**config.mk**
```make
export PLATFORM = sky130hd
export DESIGN_NAME = sfsr_sysreg
export DESIGN_NICKNAME = d
export VERILOG_FILES = /design/src/rtl/sfsr_pkg.sv /design/src/rtl/sfsr_chk_if.sv /design/src/rtl/sfsr_sysreg.sv /design/src/rtl/sfsr_rst_sync.sv /design/src/rtl/sfsr_access_check.sv
export SDC_FILE = /design/constraint.sdc
export NUM_CORES = 1
export LEC_CHECK = 0
export BUFFER_PORTS_ARGS = -buffer_cell sky130_fd_sc_hd__buf_4
export CAP_MARGIN = 30
export CORE_MARGIN = 5
export CORE_UTILIZATION = 40
export DETAILED_ROUTE_END_ITERATION = 8
export GPL_TIMING_DRIVEN = 0
export PLACE_DENSITY = 0.66
export SYNTH_ARGS = -nofsm -noshare
export SYNTH_HDL_FRONTEND = slang
export SYNTH_SLANG_ARGS = --single-unit
```
**constraint.sdc**
```tcl
create_clock -name clk -period 7.85 [get_ports clk]
set_clock_uncertainty 0.15 [all_clocks]
set_input_delay 0 -clock clk [delete_from_list [all_inputs] [get_ports clk]]
set_output_delay 0 -clock clk [all_outputs]
set_load 0.02 [all_outputs]
```
**src/rtl/sfsr_pkg.sv**
```systemverilog
package sfsr_pkg;

  localparam int unsigned DATA_W = 32;

  // Coprocessor 15 coordinates of the two control registers.
  localparam logic [3:0] CP15_CRN       = 4'h1;
  localparam logic [2:0] CP15_OP1       = 3'h0;
  localparam logic [3:0] CRM_PERM_CTRL  = 4'h0;
  localparam logic [3:0] CRM_GRANT      = 4'h1;
  localparam logic [2:0] CP15_OP2       = 3'h2;

  // System register numbers used by the move instructions.
  localparam logic [3:0] FPREG_ID       = 4'h0;
  localparam logic [3:0] FPREG_STATUS   = 4'h1;
  localparam logic [3:0] FPREG_FEAT_B   = 4'h6;
  localparam logic [3:0] FPREG_FEAT_A   = 4'h7;
  localparam logic [3:0] FPREG_EXC      = 4'h8;

  // Grant register fields.
  localparam int unsigned GR_SIMD_BIT   = 15;
  localparam int unsigned GR_UPPER_BIT  = 14;
  localparam int unsigned GR_CPB_BIT    = 11;
  localparam int unsigned GR_CPA_BIT    = 10;
  localparam logic [31:0] GR_WMASK      = 32'h0000cc00;
  localparam logic [31:0] GR_RST        = 32'h00000000;

  // Permission control register fields.
  localparam int unsigned PC_SIMD_BIT   = 31;
  localparam int unsigned PC_UPPER_BIT  = 30;
  localparam int unsigned PC_CPB_LSB    = 22;
  localparam int unsigned PC_CPA_LSB    = 20;
  localparam logic [31:0] PC_WMASK      = 32'hc0f00000;
  localparam logic [31:0] PC_RST        = 32'h00000000;
  localparam logic [1:0]  PERM_PRIV     = 2'h1;
  localparam logic [1:0]  PERM_ALL      = 2'h3;

  // Status, exception and feature registers.
  localparam int unsigned EXC_EN_BIT    = 30;
  localparam logic [31:0] STATUS_RST    = 32'h00000000;
  localparam logic [31:0] EXC_RST       = 32'h00000000;
  localparam logic [31:0] FEAT_B_VAL    = 32'h01111111;
  localparam logic [31:0] FEAT_A_VAL    = 32'h10110222;

  // Identification register field positions.
  localparam int unsigned ID_IMPL_LSB   = 24;
  localparam int unsigned ID_HWONLY_BIT = 23;
  localparam int unsigned ID_SUBA_LSB   = 16;
  localparam int unsigned ID_PART_LSB   = 8;
  localparam int unsigned ID_VAR_LSB    = 4;
  localparam int unsigned ID_REV_LSB    = 0;

  typedef enum logic [2:0] {
    TGT_NONE,
    TGT_PERM_CTRL,
    TGT_GRANT,
    TGT_ID,
    TGT_STATUS,
    TGT_FEAT_B,
    TGT_FEAT_A,
    TGT_EXC
  } sfsr_target_t;

endpackage

```
**src/rtl/sfsr_chk_if.sv**
```systemverilog
`timescale 1ns/1ps
interface sfsr_chk_if;
  logic                  space_fp;
  logic                  write;
  logic                  secure;
  logic                  priv;
  logic [3:0]            crn;
  logic [2:0]            op1;
  logic [3:0]            crm;
  logic [2:0]            op2;
  logic [3:0]            fpreg;
  logic [1:0]            perm_a;
  logic                  grant_a;
  logic                  unit_en;
  sfsr_pkg::sfsr_target_t target;
  logic                  permit;

  modport top (
    output space_fp, write, secure, priv, crn, op1, crm, op2, fpreg,
    output perm_a, grant_a, unit_en,
    input  target, permit
  );

  modport chk (
    input  space_fp, write, secure, priv, crn, op1, crm, op2, fpreg,
    input  perm_a, grant_a, unit_en,
    output target, permit
  );
endinterface

```
**src/rtl/sfsr_sysreg.sv**
```systemverilog
`timescale 1ns/1ps
module sfsr_sysreg #(
  parameter int unsigned     DATA_W    = sfsr_pkg::DATA_W,
  // Identification field values; all are arbitrary neutral codes.
  parameter logic [7:0]      ID_IMPL   = 8'h5a,
  parameter logic [6:0]      ID_SUBA   = 7'h00,
  parameter logic [7:0]      ID_PART   = 8'h11,
  parameter logic [3:0]      ID_VAR    = 4'h1,
  parameter logic [3:0]      ID_REV    = 4'h0
) (
  // Clock, enable, reset
  input  wire logic        clk,
  input  wire logic        ce,
  input  wire logic        nrst,
  // Register move request from the core
  input  wire logic        req_valid,
  input  wire logic        req_write,
  input  wire logic        req_space_fp,
  input  wire logic        req_secure,
  input  wire logic        req_priv,
  input  wire logic [3:0]  req_crn,
  input  wire logic [2:0]  req_op1,
  input  wire logic [3:0]  req_crm,
  input  wire logic [2:0]  req_op2,
  input  wire logic [3:0]  req_fpreg,
  input  wire logic [31:0] req_wdata,
  // Answer to the core
  output logic             resp_valid,
  output logic             resp_undef,
  output logic [31:0]      resp_rdata,
  // Current security state of the core
  input  wire logic        core_secure,
  // Effective controls for the execution units
  output logic             simd_off,
  output logic             upper_regs_off,
  output logic             unit_enable
);

  if (DATA_W != 32) begin : g_width_check
    $error("sfsr_sysreg supports only 32-bit registers");
  end

  typedef struct packed {
    logic [31:0] perm_ctrl;
    logic [31:0] grant;
    logic [31:0] status;
    logic [31:0] exc;
    logic        rsp_v;
    logic        rsp_undef;
    logic [31:0] rdata;
    logic        simd_off;
    logic        upper_off;
  } sfsr_state_t;

  sfsr_state_t s_q;
  sfsr_state_t s_d;

  logic        rst_n;
  logic [31:0] id_word;
  logic [31:0] pc_keep;
  logic [31:0] pc_zero;
  logic [31:0] pc_ones;
  logic [31:0] pc_view;
  logic [31:0] rd_word;
  logic        take;

  sfsr_chk_if u_ck ();

  sfsr_rst_sync u_rst (
    .clk        (clk),
    .ce         (ce),
    .nrst       (nrst),
    .rst_n_sync (rst_n)
  );

  sfsr_access_check u_chk (
    .ck (u_ck.chk)
  );

  assign u_ck.space_fp = req_space_fp;
  assign u_ck.write    = req_write;
  assign u_ck.secure   = req_secure;
  assign u_ck.priv     = req_priv;
  assign u_ck.crn      = req_crn;
  assign u_ck.op1      = req_op1;
  assign u_ck.crm      = req_crm;
  assign u_ck.op2      = req_op2;
  assign u_ck.fpreg    = req_fpreg;
  assign u_ck.perm_a   = s_q.perm_ctrl[sfsr_pkg::PC_CPA_LSB +: 2];
  assign u_ck.grant_a  = s_q.grant[sfsr_pkg::GR_CPA_BIT];
  assign u_ck.unit_en  = s_q.exc[sfsr_pkg::EXC_EN_BIT];

  always_comb begin
    id_word = '0;
    id_word[sfsr_pkg::ID_IMPL_LSB +: 8] = ID_IMPL;
    id_word[sfsr_pkg::ID_HWONLY_BIT]    = 1'b1;
    id_word[sfsr_pkg::ID_SUBA_LSB +: 7] = ID_SUBA;
    id_word[sfsr_pkg::ID_PART_LSB +: 8] = ID_PART;
    id_word[sfsr_pkg::ID_VAR_LSB +: 4]  = ID_VAR;
    id_word[sfsr_pkg::ID_REV_LSB +: 4]  = ID_REV;
  end

  // Non-secure view of the permission control register. Bits forced to
  // one keep their stored secure value underneath, so a later return to
  // the secure view shows what secure software last wrote.
  always_comb begin
    pc_keep = '0;
    pc_zero = '0;
    pc_ones = '0;
    if (!req_secure) begin
      if (s_q.grant[sfsr_pkg::GR_SIMD_BIT]) begin
        pc_keep[sfsr_pkg::PC_SIMD_BIT] = 1'b1;
        pc_ones[sfsr_pkg::PC_SIMD_BIT] = 1'b1;
      end
      if (s_q.grant[sfsr_pkg::GR_UPPER_BIT]) begin
        pc_keep[sfsr_pkg::PC_UPPER_BIT] = 1'b1;
        pc_ones[sfsr_pkg::PC_UPPER_BIT] = 1'b1;
      end
      if (!s_q.grant[sfsr_pkg::GR_CPB_BIT]) begin
        pc_keep[sfsr_pkg::PC_CPB_LSB +: 2] = 2'h3;
        pc_zero[sfsr_pkg::PC_CPB_LSB +: 2] = 2'h3;
      end
      if (!s_q.grant[sfsr_pkg::GR_CPA_BIT]) begin
        pc_keep[sfsr_pkg::PC_CPA_LSB +: 2] = 2'h3;
        pc_zero[sfsr_pkg::PC_CPA_LSB +: 2] = 2'h3;
      end
    end
    pc_view = (s_q.perm_ctrl & ~pc_zero) | pc_ones;
  end

  always_comb begin
    case (u_ck.target)
      sfsr_pkg::TGT_PERM_CTRL: rd_word = pc_view;
      sfsr_pkg::TGT_GRANT:     rd_word = s_q.grant;
      sfsr_pkg::TGT_ID:        rd_word = id_word;
      sfsr_pkg::TGT_STATUS:    rd_word = s_q.status;
      sfsr_pkg::TGT_FEAT_B:    rd_word = sfsr_pkg::FEAT_B_VAL;
      sfsr_pkg::TGT_FEAT_A:    rd_word = sfsr_pkg::FEAT_A_VAL;
      sfsr_pkg::TGT_EXC:       rd_word = s_q.exc;
      default:                 rd_word = '0;
    endcase
  end

  assign take = ce && req_valid;

  always_comb begin
    s_d = s_q;
    if (ce) begin
      s_d.rsp_v     = 1'b0;
      s_d.rsp_undef = 1'b0;
      s_d.simd_off  = s_q.perm_ctrl[sfsr_pkg::PC_SIMD_BIT] |
                      (!core_secure && s_q.grant[sfsr_pkg::GR_SIMD_BIT]);
      s_d.upper_off = s_q.perm_ctrl[sfsr_pkg::PC_UPPER_BIT] |
                      (!core_secure && s_q.grant[sfsr_pkg::GR_UPPER_BIT]);
    end
    if (take) begin
      s_d.rsp_v = 1'b1;
      if (!u_ck.permit) begin
        s_d.rsp_undef = 1'b1;
        s_d.rdata     = '0;
      end else if (!req_write) begin
        s_d.rdata = rd_word;
      end else begin
        s_d.rdata = '0;
        case (u_ck.target)
          sfsr_pkg::TGT_PERM_CTRL: begin
            s_d.perm_ctrl = ((s_q.perm_ctrl & pc_keep) |
                             (req_wdata & ~pc_keep)) & sfsr_pkg::PC_WMASK;
          end
          sfsr_pkg::TGT_GRANT: begin
            s_d.grant = req_wdata & sfsr_pkg::GR_WMASK;
          end
          sfsr_pkg::TGT_STATUS: begin
            s_d.status = req_wdata;
          end
          sfsr_pkg::TGT_EXC: begin
            s_d.exc = req_wdata;
          end
          // Identification, feature and reserved writes are dropped.
          default: begin
            s_d.rdata = '0;
          end
        endcase
      end
    end
  end

  always_ff @(posedge clk or negedge rst_n) begin
    if (!rst_n) begin
      s_q           <= '0;
      s_q.perm_ctrl <= sfsr_pkg::PC_RST;
      s_q.grant     <= sfsr_pkg::GR_RST;
      s_q.status    <= sfsr_pkg::STATUS_RST;
      s_q.exc       <= sfsr_pkg::EXC_RST;
    end else begin
      s_q <= s_d;
    end
  end

  assign resp_valid     = s_q.rsp_v;
  assign resp_undef     = s_q.rsp_undef;
  assign resp_rdata     = s_q.rdata;
  assign simd_off       = s_q.simd_off;
  assign upper_regs_off = s_q.upper_off;
  assign unit_enable    = s_q.exc[sfsr_pkg::EXC_EN_BIT];

endmodule

```
**src/rtl/sfsr_rst_sync.sv**
```systemverilog
`timescale 1ns/1ps
module sfsr_rst_sync (
  // Clock, enable and raw reset
  input  wire logic clk,
  input  wire logic ce,
  input  wire logic nrst,
  // Released reset
  output logic      rst_n_sync
);
  typedef struct packed {
    logic [1:0] shift;
  } sfsr_rs_state_t;

  sfsr_rs_state_t s_q;
  sfsr_rs_state_t s_d;

  always_comb begin
    s_d = s_q;
    if (ce) begin
      s_d.shift = {s_q.shift[0], 1'b1};
    end
  end

  always_ff @(posedge clk or negedge nrst) begin
    if (!nrst) begin
      s_q <= '0;
    end else begin
      s_q <= s_d;
    end
  end

  assign rst_n_sync = s_q.shift[1];
endmodule

```
**src/rtl/sfsr_access_check.sv**
```systemverilog
`timescale 1ns/1ps
module sfsr_access_check (
  // Request and state in, verdict out
  sfsr_chk_if.chk ck
);
  logic coproc_ok;

  // Coprocessor a must be granted to the current state and mode before
  // any floating-point system register move is permitted.
  always_comb begin
    coproc_ok = (ck.secure || ck.grant_a) &&
                ((ck.perm_a == sfsr_pkg::PERM_ALL) ||
                 ((ck.perm_a == sfsr_pkg::PERM_PRIV) && ck.priv));
  end

  always_comb begin
    ck.target = sfsr_pkg::TGT_NONE;
    ck.permit = 1'b0;
    if (!ck.space_fp) begin
      if ((ck.crn == sfsr_pkg::CP15_CRN) && (ck.op1 == sfsr_pkg::CP15_OP1) &&
          (ck.op2 == sfsr_pkg::CP15_OP2) && (ck.crm == sfsr_pkg::CRM_PERM_CTRL)) begin
        ck.target = sfsr_pkg::TGT_PERM_CTRL;
        ck.permit = ck.priv;
      end else if ((ck.crn == sfsr_pkg::CP15_CRN) && (ck.op1 == sfsr_pkg::CP15_OP1) &&
                   (ck.op2 == sfsr_pkg::CP15_OP2) && (ck.crm == sfsr_pkg::CRM_GRANT)) begin
        ck.target = sfsr_pkg::TGT_GRANT;
        ck.permit = ck.priv && (ck.secure || !ck.write);
      end else begin
        ck.permit = ck.priv;
      end
    end else begin
      case (ck.fpreg)
        sfsr_pkg::FPREG_ID:     ck.target = sfsr_pkg::TGT_ID;
        sfsr_pkg::FPREG_STATUS: ck.target = sfsr_pkg::TGT_STATUS;
        sfsr_pkg::FPREG_FEAT_B: ck.target = sfsr_pkg::TGT_FEAT_B;
        sfsr_pkg::FPREG_FEAT_A: ck.target = sfsr_pkg::TGT_FEAT_A;
        sfsr_pkg::FPREG_EXC:    ck.target = sfsr_pkg::TGT_EXC;
        default:                ck.target = sfsr_pkg::TGT_NONE;
      endcase
      if (ck.fpreg == sfsr_pkg::FPREG_STATUS) begin
        ck.permit = coproc_ok && ck.unit_en;
      end else begin
        ck.permit = coproc_ok && ck.priv;
      end
    end
  end
endmodule

```
; Word level (Yosys, flattened, before mapping)
; Cells that the tools add are included.
; Widths: inputs -> output; s select.
[op_classes]
eq_ne = 16
n_reduce_logical = 25
mux = 20
n_bitwise = 9
[ops]
columns = cell, count
row1 = $pmux 32 s7, 1
row2 = $and 32x32->32, 3
row3 = $mux 32, 2
row4 = $or 32x32->32, 2
row5 = $mux 34, 1
row6 = $not 24->32, 1
row7 = $not 32->32, 1
row8 = $reduce_and 4->1, 4
row9 = $pmux 3 s5, 1
row10 = $eq 3x3->1 const B, 4
row11 = $eq 4x1->1 const B, 3
row12 = $logic_and 1x1->1, 12
row13 = $mux 2, 5
row14 = $eq 3x2->1 const B, 3
row15 = $eq 4x3->1 const B, 2
row16 = $logic_not 4->1, 2
row17 = $mux 1, 7
row18 = $mux 3, 2
row19 = $eq 4x4->1 const B, 1
row20 = $mux 4, 1
row21 = $eq 3x1->1 const B, 1
row22 = $logic_not 3->1, 1
row23 = $logic_or 1x1->1, 3
row24 = $eq 2x1->1 const B, 1
row25 = other kinds (4), 6
[totals]
in_bits = 59
word_cells = 80
regBits = 112
output_inout_bits = 37

; Longest topological paths before layout
[depth]
ltp_word = 12
mapped_depth = 8
ltp_nobuf = 6

; Modules after synthesis
; From an unflattened synthesis, not the netlist that was laid out.
[unflattened]
cells_unflattened = 429
area_unflattened_um2 = 5157.4
[modules_own_cells]
columns = module, cells_per_inst, seq_area_each_um2, n_inst, area_each_um2
row1 = sfsr_sysreg, 400, 2752.6, 1, 4893.4
row2 = sfsr_access_check, 25, 0.0, 1, 192.7
row3 = sfsr_rst_sync, 4, 50.0, 1, 71.3

; Least setup slack after synthesis
; OpenSTA, ideal clock, no wires.
[synth_timing]
kind = register to register
startpoint = reg u_rst.s_q[1] (netlist name)
endpoint = reg u_rst.s_q[1] (netlist bit)
path_stages_with_launch = 2
setup_time_ps = 83
synth_period_minus_slack_ps = 3368
path_buffers = 0
setup_slack_ps = 4482
required_ps = 7617
t_arrival_ps = 3135
cell_sequence = dfrtp_1 -> mux2_2
[synth_lines]
columns = element, line
row1 = "end signal, assigned", sfsr_rst_sync.sv:26  ; s_q <= '0;
row2 = "end signal, assigned", sfsr_rst_sync.sv:28  ; s_q <= s_d;
row3 = "end, declared", sfsr_rst_sync.sv:14  ; sfsr_rs_state_t s_q;

; Final worst setup path
[layout_timing]
startpoint = reg s_q[110] (netlist bit)
endpoint = reg s_q, in the netlist resp_rdata[16]
[layout_between]
elab_chain_cells = 6
elab_cells_between_ends = 7
classes_between = mux: 3 / reduce/logical: 4
[layout_rtl]
columns = element, line
row1 = "start, declared", sfsr_sysreg.sv:55  ; sfsr_state_t s_q;
row2 = $logic_or 1x1->1 *, sfsr_access_check.sv:11  ; coproc_ok = (ck.secure || ck.grant_a) &&
row3 = $logic_and 1x1->1 *, sfsr_access_check.sv:11
row4 = $logic_and 1x1->1 (on tied branches), "sfsr_access_check.sv:43, sfsr_access_check.sv:41"
row5 = $mux 1 *, sfsr_access_check.sv:40  ; if (ck.fpreg == sfsr_pkg::FPREG_STATUS) begin
row6 = $mux 1 *, sfsr_access_check.sv:19  ; if (!ck.space_fp) begin
row7 = $mux 32 *, sfsr_sysreg.sv:158  ; if (!u_ck.permit) begin
; Mark *: on every way between the ends. The rest lies on a longest branch, timed or not.
; A chain may end at the register's enable or synchronous reset.

==> flow_metrics.env <==
export IMPL_arrival_ns=2.69
export IMPL_grt_usage_pct=17.69
export IMPL_leakage_nw=3.494
export IMPL_vdd_drop_max_uv=102.5
export IMPL_rows=42
export IMPL_status="complete, no violations"
export IMPL_swShare_pct=23.33
export IMPL_synth_edf_count=0
export IMPL_fmaxAchievable_ghz=0.3875
export IMPL_seq_power_share_pct=52.2
export IMPL_antenna_left=0
export IMPL_hold_end="resp_rdata[20]"
export IMPL_clockBufferDepth=2
export IMPL_end_kind="flip-flop"
export IMPL_path_clk_slew_ns=0.07
export IMPL_hold_depth=4
export IMPL_postCtsSetupRepairBufs=0
export IMPL_maxSlewViolCount=0
export IMPL_slowest_delay_ns=0.55
export IMPL_whs_ns=0.08766
export IMPL_setup_ws_ns=5.269
export IMPL_yosysMostFrequentCell="dfrtp_1"
export IMPL_grt_pass1_wl_um=22270
export IMPL_post_cts_resized=0
export IMPL_r2r_slack_ns=5.27
export IMPL_drt_first_pass_iters=9
export IMPL_ys_top_cells_by_area="dfrtp_1, mux2_2, mux2_4"
export IMPL_setup_violations=0
export IMPL_drt_total_wl_um=13520
export IMPL_syn_area_per_cell_um2=12.04
export IMPL_dieWidth_um=125.4
export IMPL_vias_per_cell=5.148
export IMPL_die_area_um2=15710
export IMPL_crit_required_ns=7.96
export IMPL_fin_crit_sh_pct=32.87
export IMPL_finalHoldViolations=0
export IMPL_yosysTopAreaCell="dfrtp_1"
export IMPL_p_sw_w=0.0002592
export IMPL_cts_tree="done"
export IMPL_r2r_start="s_q[110]"
export IMPL_wl_per_cell_um=17.60
export IMPL_clkSinkCount=112
export IMPL_critical_path_class="reg -> reg"
export IMPL_synth_cell_area_um2=5323
export IMPL_tightest_slew_ns=0.9386
export IMPL_cpLargestDelayFamily="compound AO/OA/AOI/OAI gates"
export IMPL_coreArea_um2=13140
export IMPL_htreeDepth=3
export IMPL_worstPathCellList="nor2_1 -> nor2b_1 -> o21ai_1 -> a2111o_1 -> nand2b_1 -> clkbuf_1 -> o21ai_0"
export IMPL_drc=0
export IMPL_gp_congestion=0.8535
export IMPL_antenna_found_initial=0
export IMPL_p_per_area_nw_per_um2=159.6
export IMPL_cts_buffers=9
export IMPL_cts_root_buf="clkbuf_16"
export IMPL_synth_seq_area_share_pct=52.66
export IMPL_pwr_share_comb_pct=7.4
export IMPL_hold_path_class="in -> reg"
export IMPL_synth_nets=501
export IMPL_r2r_end="resp_rdata[16]"
export IMPL_synth_cell_types=51
export IMPL_max_slew_margin_pct=37.19
export IMPL_crit_path_start_kind="flip-flop"
export IMPL_path_buf_inv=1
export IMPL_grt_pass1_vias=4261
export IMPL_synthArstFlopShare_pct=100.0
export IMPL_netlist_area_leader_share_pct=52.66
export IMPL_clk_latency_ns=0.35
export IMPL_clock_power_share_pct=40.4
export IMPL_dpl_hpwl_um=9616
export IMPL_ys_flop_type="dfrtp_1"
export IMPL_synth_seq_cells=112
export IMPL_initial_core_util_pct=40.51
export IMPL_dieHeight_um=125.4
export IMPL_r2r_cells=7
export IMPL_cpMaxStageDelayCell="a2111o_1"
export IMPL_pre_cts_ws_ns=5.273
export IMPL_netlist_instances=442
export IMPL_setup_tns_ns=0
export IMPL_period_minus_slack_ns=2.581
export IMPL_grt_ovfl_total=0
export IMPL_hold_start="req_write"
export IMPL_rsz0062_at_grt="no"
export IMPL_routed_via_count=3954
export IMPL_diodes=0
export IMPL_maxCapViolCount=0
export IMPL_nNetsFinal=646
export IMPL_area_growth_pct=30.77
export IMPL_drt_iter0_drc=284
export IMPL_numPortBuffers=94
export IMPL_io_pins=96
export IMPL_synth_top_cells_by_count="dfrtp_1, mux2_2, nand2_1"
export IMPL_drive_above_1_share_pct=40.37
export IMPL_ys_warnings_count=0
export IMPL_path_max_fanout=10
export IMPL_power_internal_w=0.0008518
export IMPL_grt_max_degree=64
worst max path at each step:
stage                       from              to  slack (ns)  depth (start not counted)
finish                  s_q[110]  resp_rdata[16]        5.27                          7
global placement    u_rst.s_q[1]         s_q[86]        3.21                          0
CTS                     s_q[110]  resp_rdata[16]        5.26                          7
global route            s_q[110]  resp_rdata[19]        5.09                          7
detailed placement      s_q[110]  resp_rdata[16]        5.27                          7
floorplan           u_rst.s_q[1]       async pin        4.33                          0
cell families (layout without fill, tap and decap cells):
family / Yosys count / after routing / synth area share, %
simple gates: 90 / 90 / 9.215
compound gates: 100 / 100 / 12.32
xor+xnor: 1 / 1 / 0.1646
buf+inv: 62 / 212 / 7.264
mux: 77 / 77 / 18.38
flops: 112 / 112 / 52.66
sequential cells by signal (all words and copies together) (netlist names), named ones only:
register,flops
u_rst.s_q,2
upper_regs_off,1
resp_undef,1
s_q,67
resp_rdata,32
unit_enable,1
simd_off,1
resp_valid,1
power by group through the flow:
| stage | Clock [W] | Combinational (W) | Sequential (W) |
|---|---|---|---|
| after floorplan | 0 | 0.0000233 | 0.000594 |
| after global placement | 0 | 0.0000647 | 0.000592 |
| after detailed placement | 0 | 0.0000666 | 0.000592 |
| after CTS | 0.000456 | 0.0000826 | 0.000580 |
| after global routing | 0.000478 | 0.0000901 | 0.000581 |
| final | 0.000448 | 0.0000823 | 0.000580 |
worst reg2reg max path, delay by kind of cell (launching register included):
| kind | cells | cell delay (ns) |
|---|---|---|
| AND/OR/NAND/NOR | 3 | 0.63 |
| buffers and inverters | 1 | 0.34 |
| flip-flops | 1 | 0.42 |
| AO/OA/AOI/OAI | 3 | 0.96 |
cells in the final DEF, fill, tap and decap left out, drive strengths merged, types with 2 or more instances in the layout:
cell / instances
a31oi: 3
dfrtp: 112
nand3b: 2
clkbuf: 20
o31ai: 6
o22ai: 2
nand2: 36
nor3b: 3
a22oi: 10
mux2: 76
a222oi: 5
a211oi: 2
dlygate4sd3: 39
a221oi: 2
o21ai: 29
a21oi: 22
nor4b: 2
inv: 11
a2bb2oi: 3
clkinv: 3
nor2: 26
nand4: 3
buf: 139
a22o: 9
nor2b: 4
nor3: 2
nor4: 3
or2: 2
area by class of cell:
class | instances | area, um^2
Buffer | 54 | 356.6
Clock buffer | 10 | 239.0
Clock inverter | 6 | 51.30
Fill cell | 1157 | 6177
Inverter | 8 | 30.03
Multi-Input combinational cell | 268 | 2133
Sequential cell | 112 | 2806
Tap cell | 176 | 220.2
Timing Repair Buffer | 134 | 1124
metrics by stage:
step                       power, W  instance area [um^2]  instances  util (%)
after global placement    0.0006565                  6248        712     47.56
after CTS                  0.001119                  6960        768     52.98
after global routing       0.001149                  6960        768     52.98
after floorplan           0.0006170                  5323        442         -
after detailed placement  0.0006584                  6280        713     47.80
final                      0.001111                  6960        768     52.98
repair_timing:
item                                    4_1_cts  5_1_grt
hold buffers                                 39        0
endpoints found under the hold margin        83        0
endpoints found under the setup margin        0        0
per-layer routing:
metal  vias up  global-route usage [%]  part of all wire [%]
met3        19                   3.710                   5.5
met4         0                   5.740                   1.3
met2       123                   29.71                    51
met5         -                       0                     0
li1       1848                       -                     -
met1      1964                   22.99                    43
No activity file was read; power rests on OpenSTA's default activity.
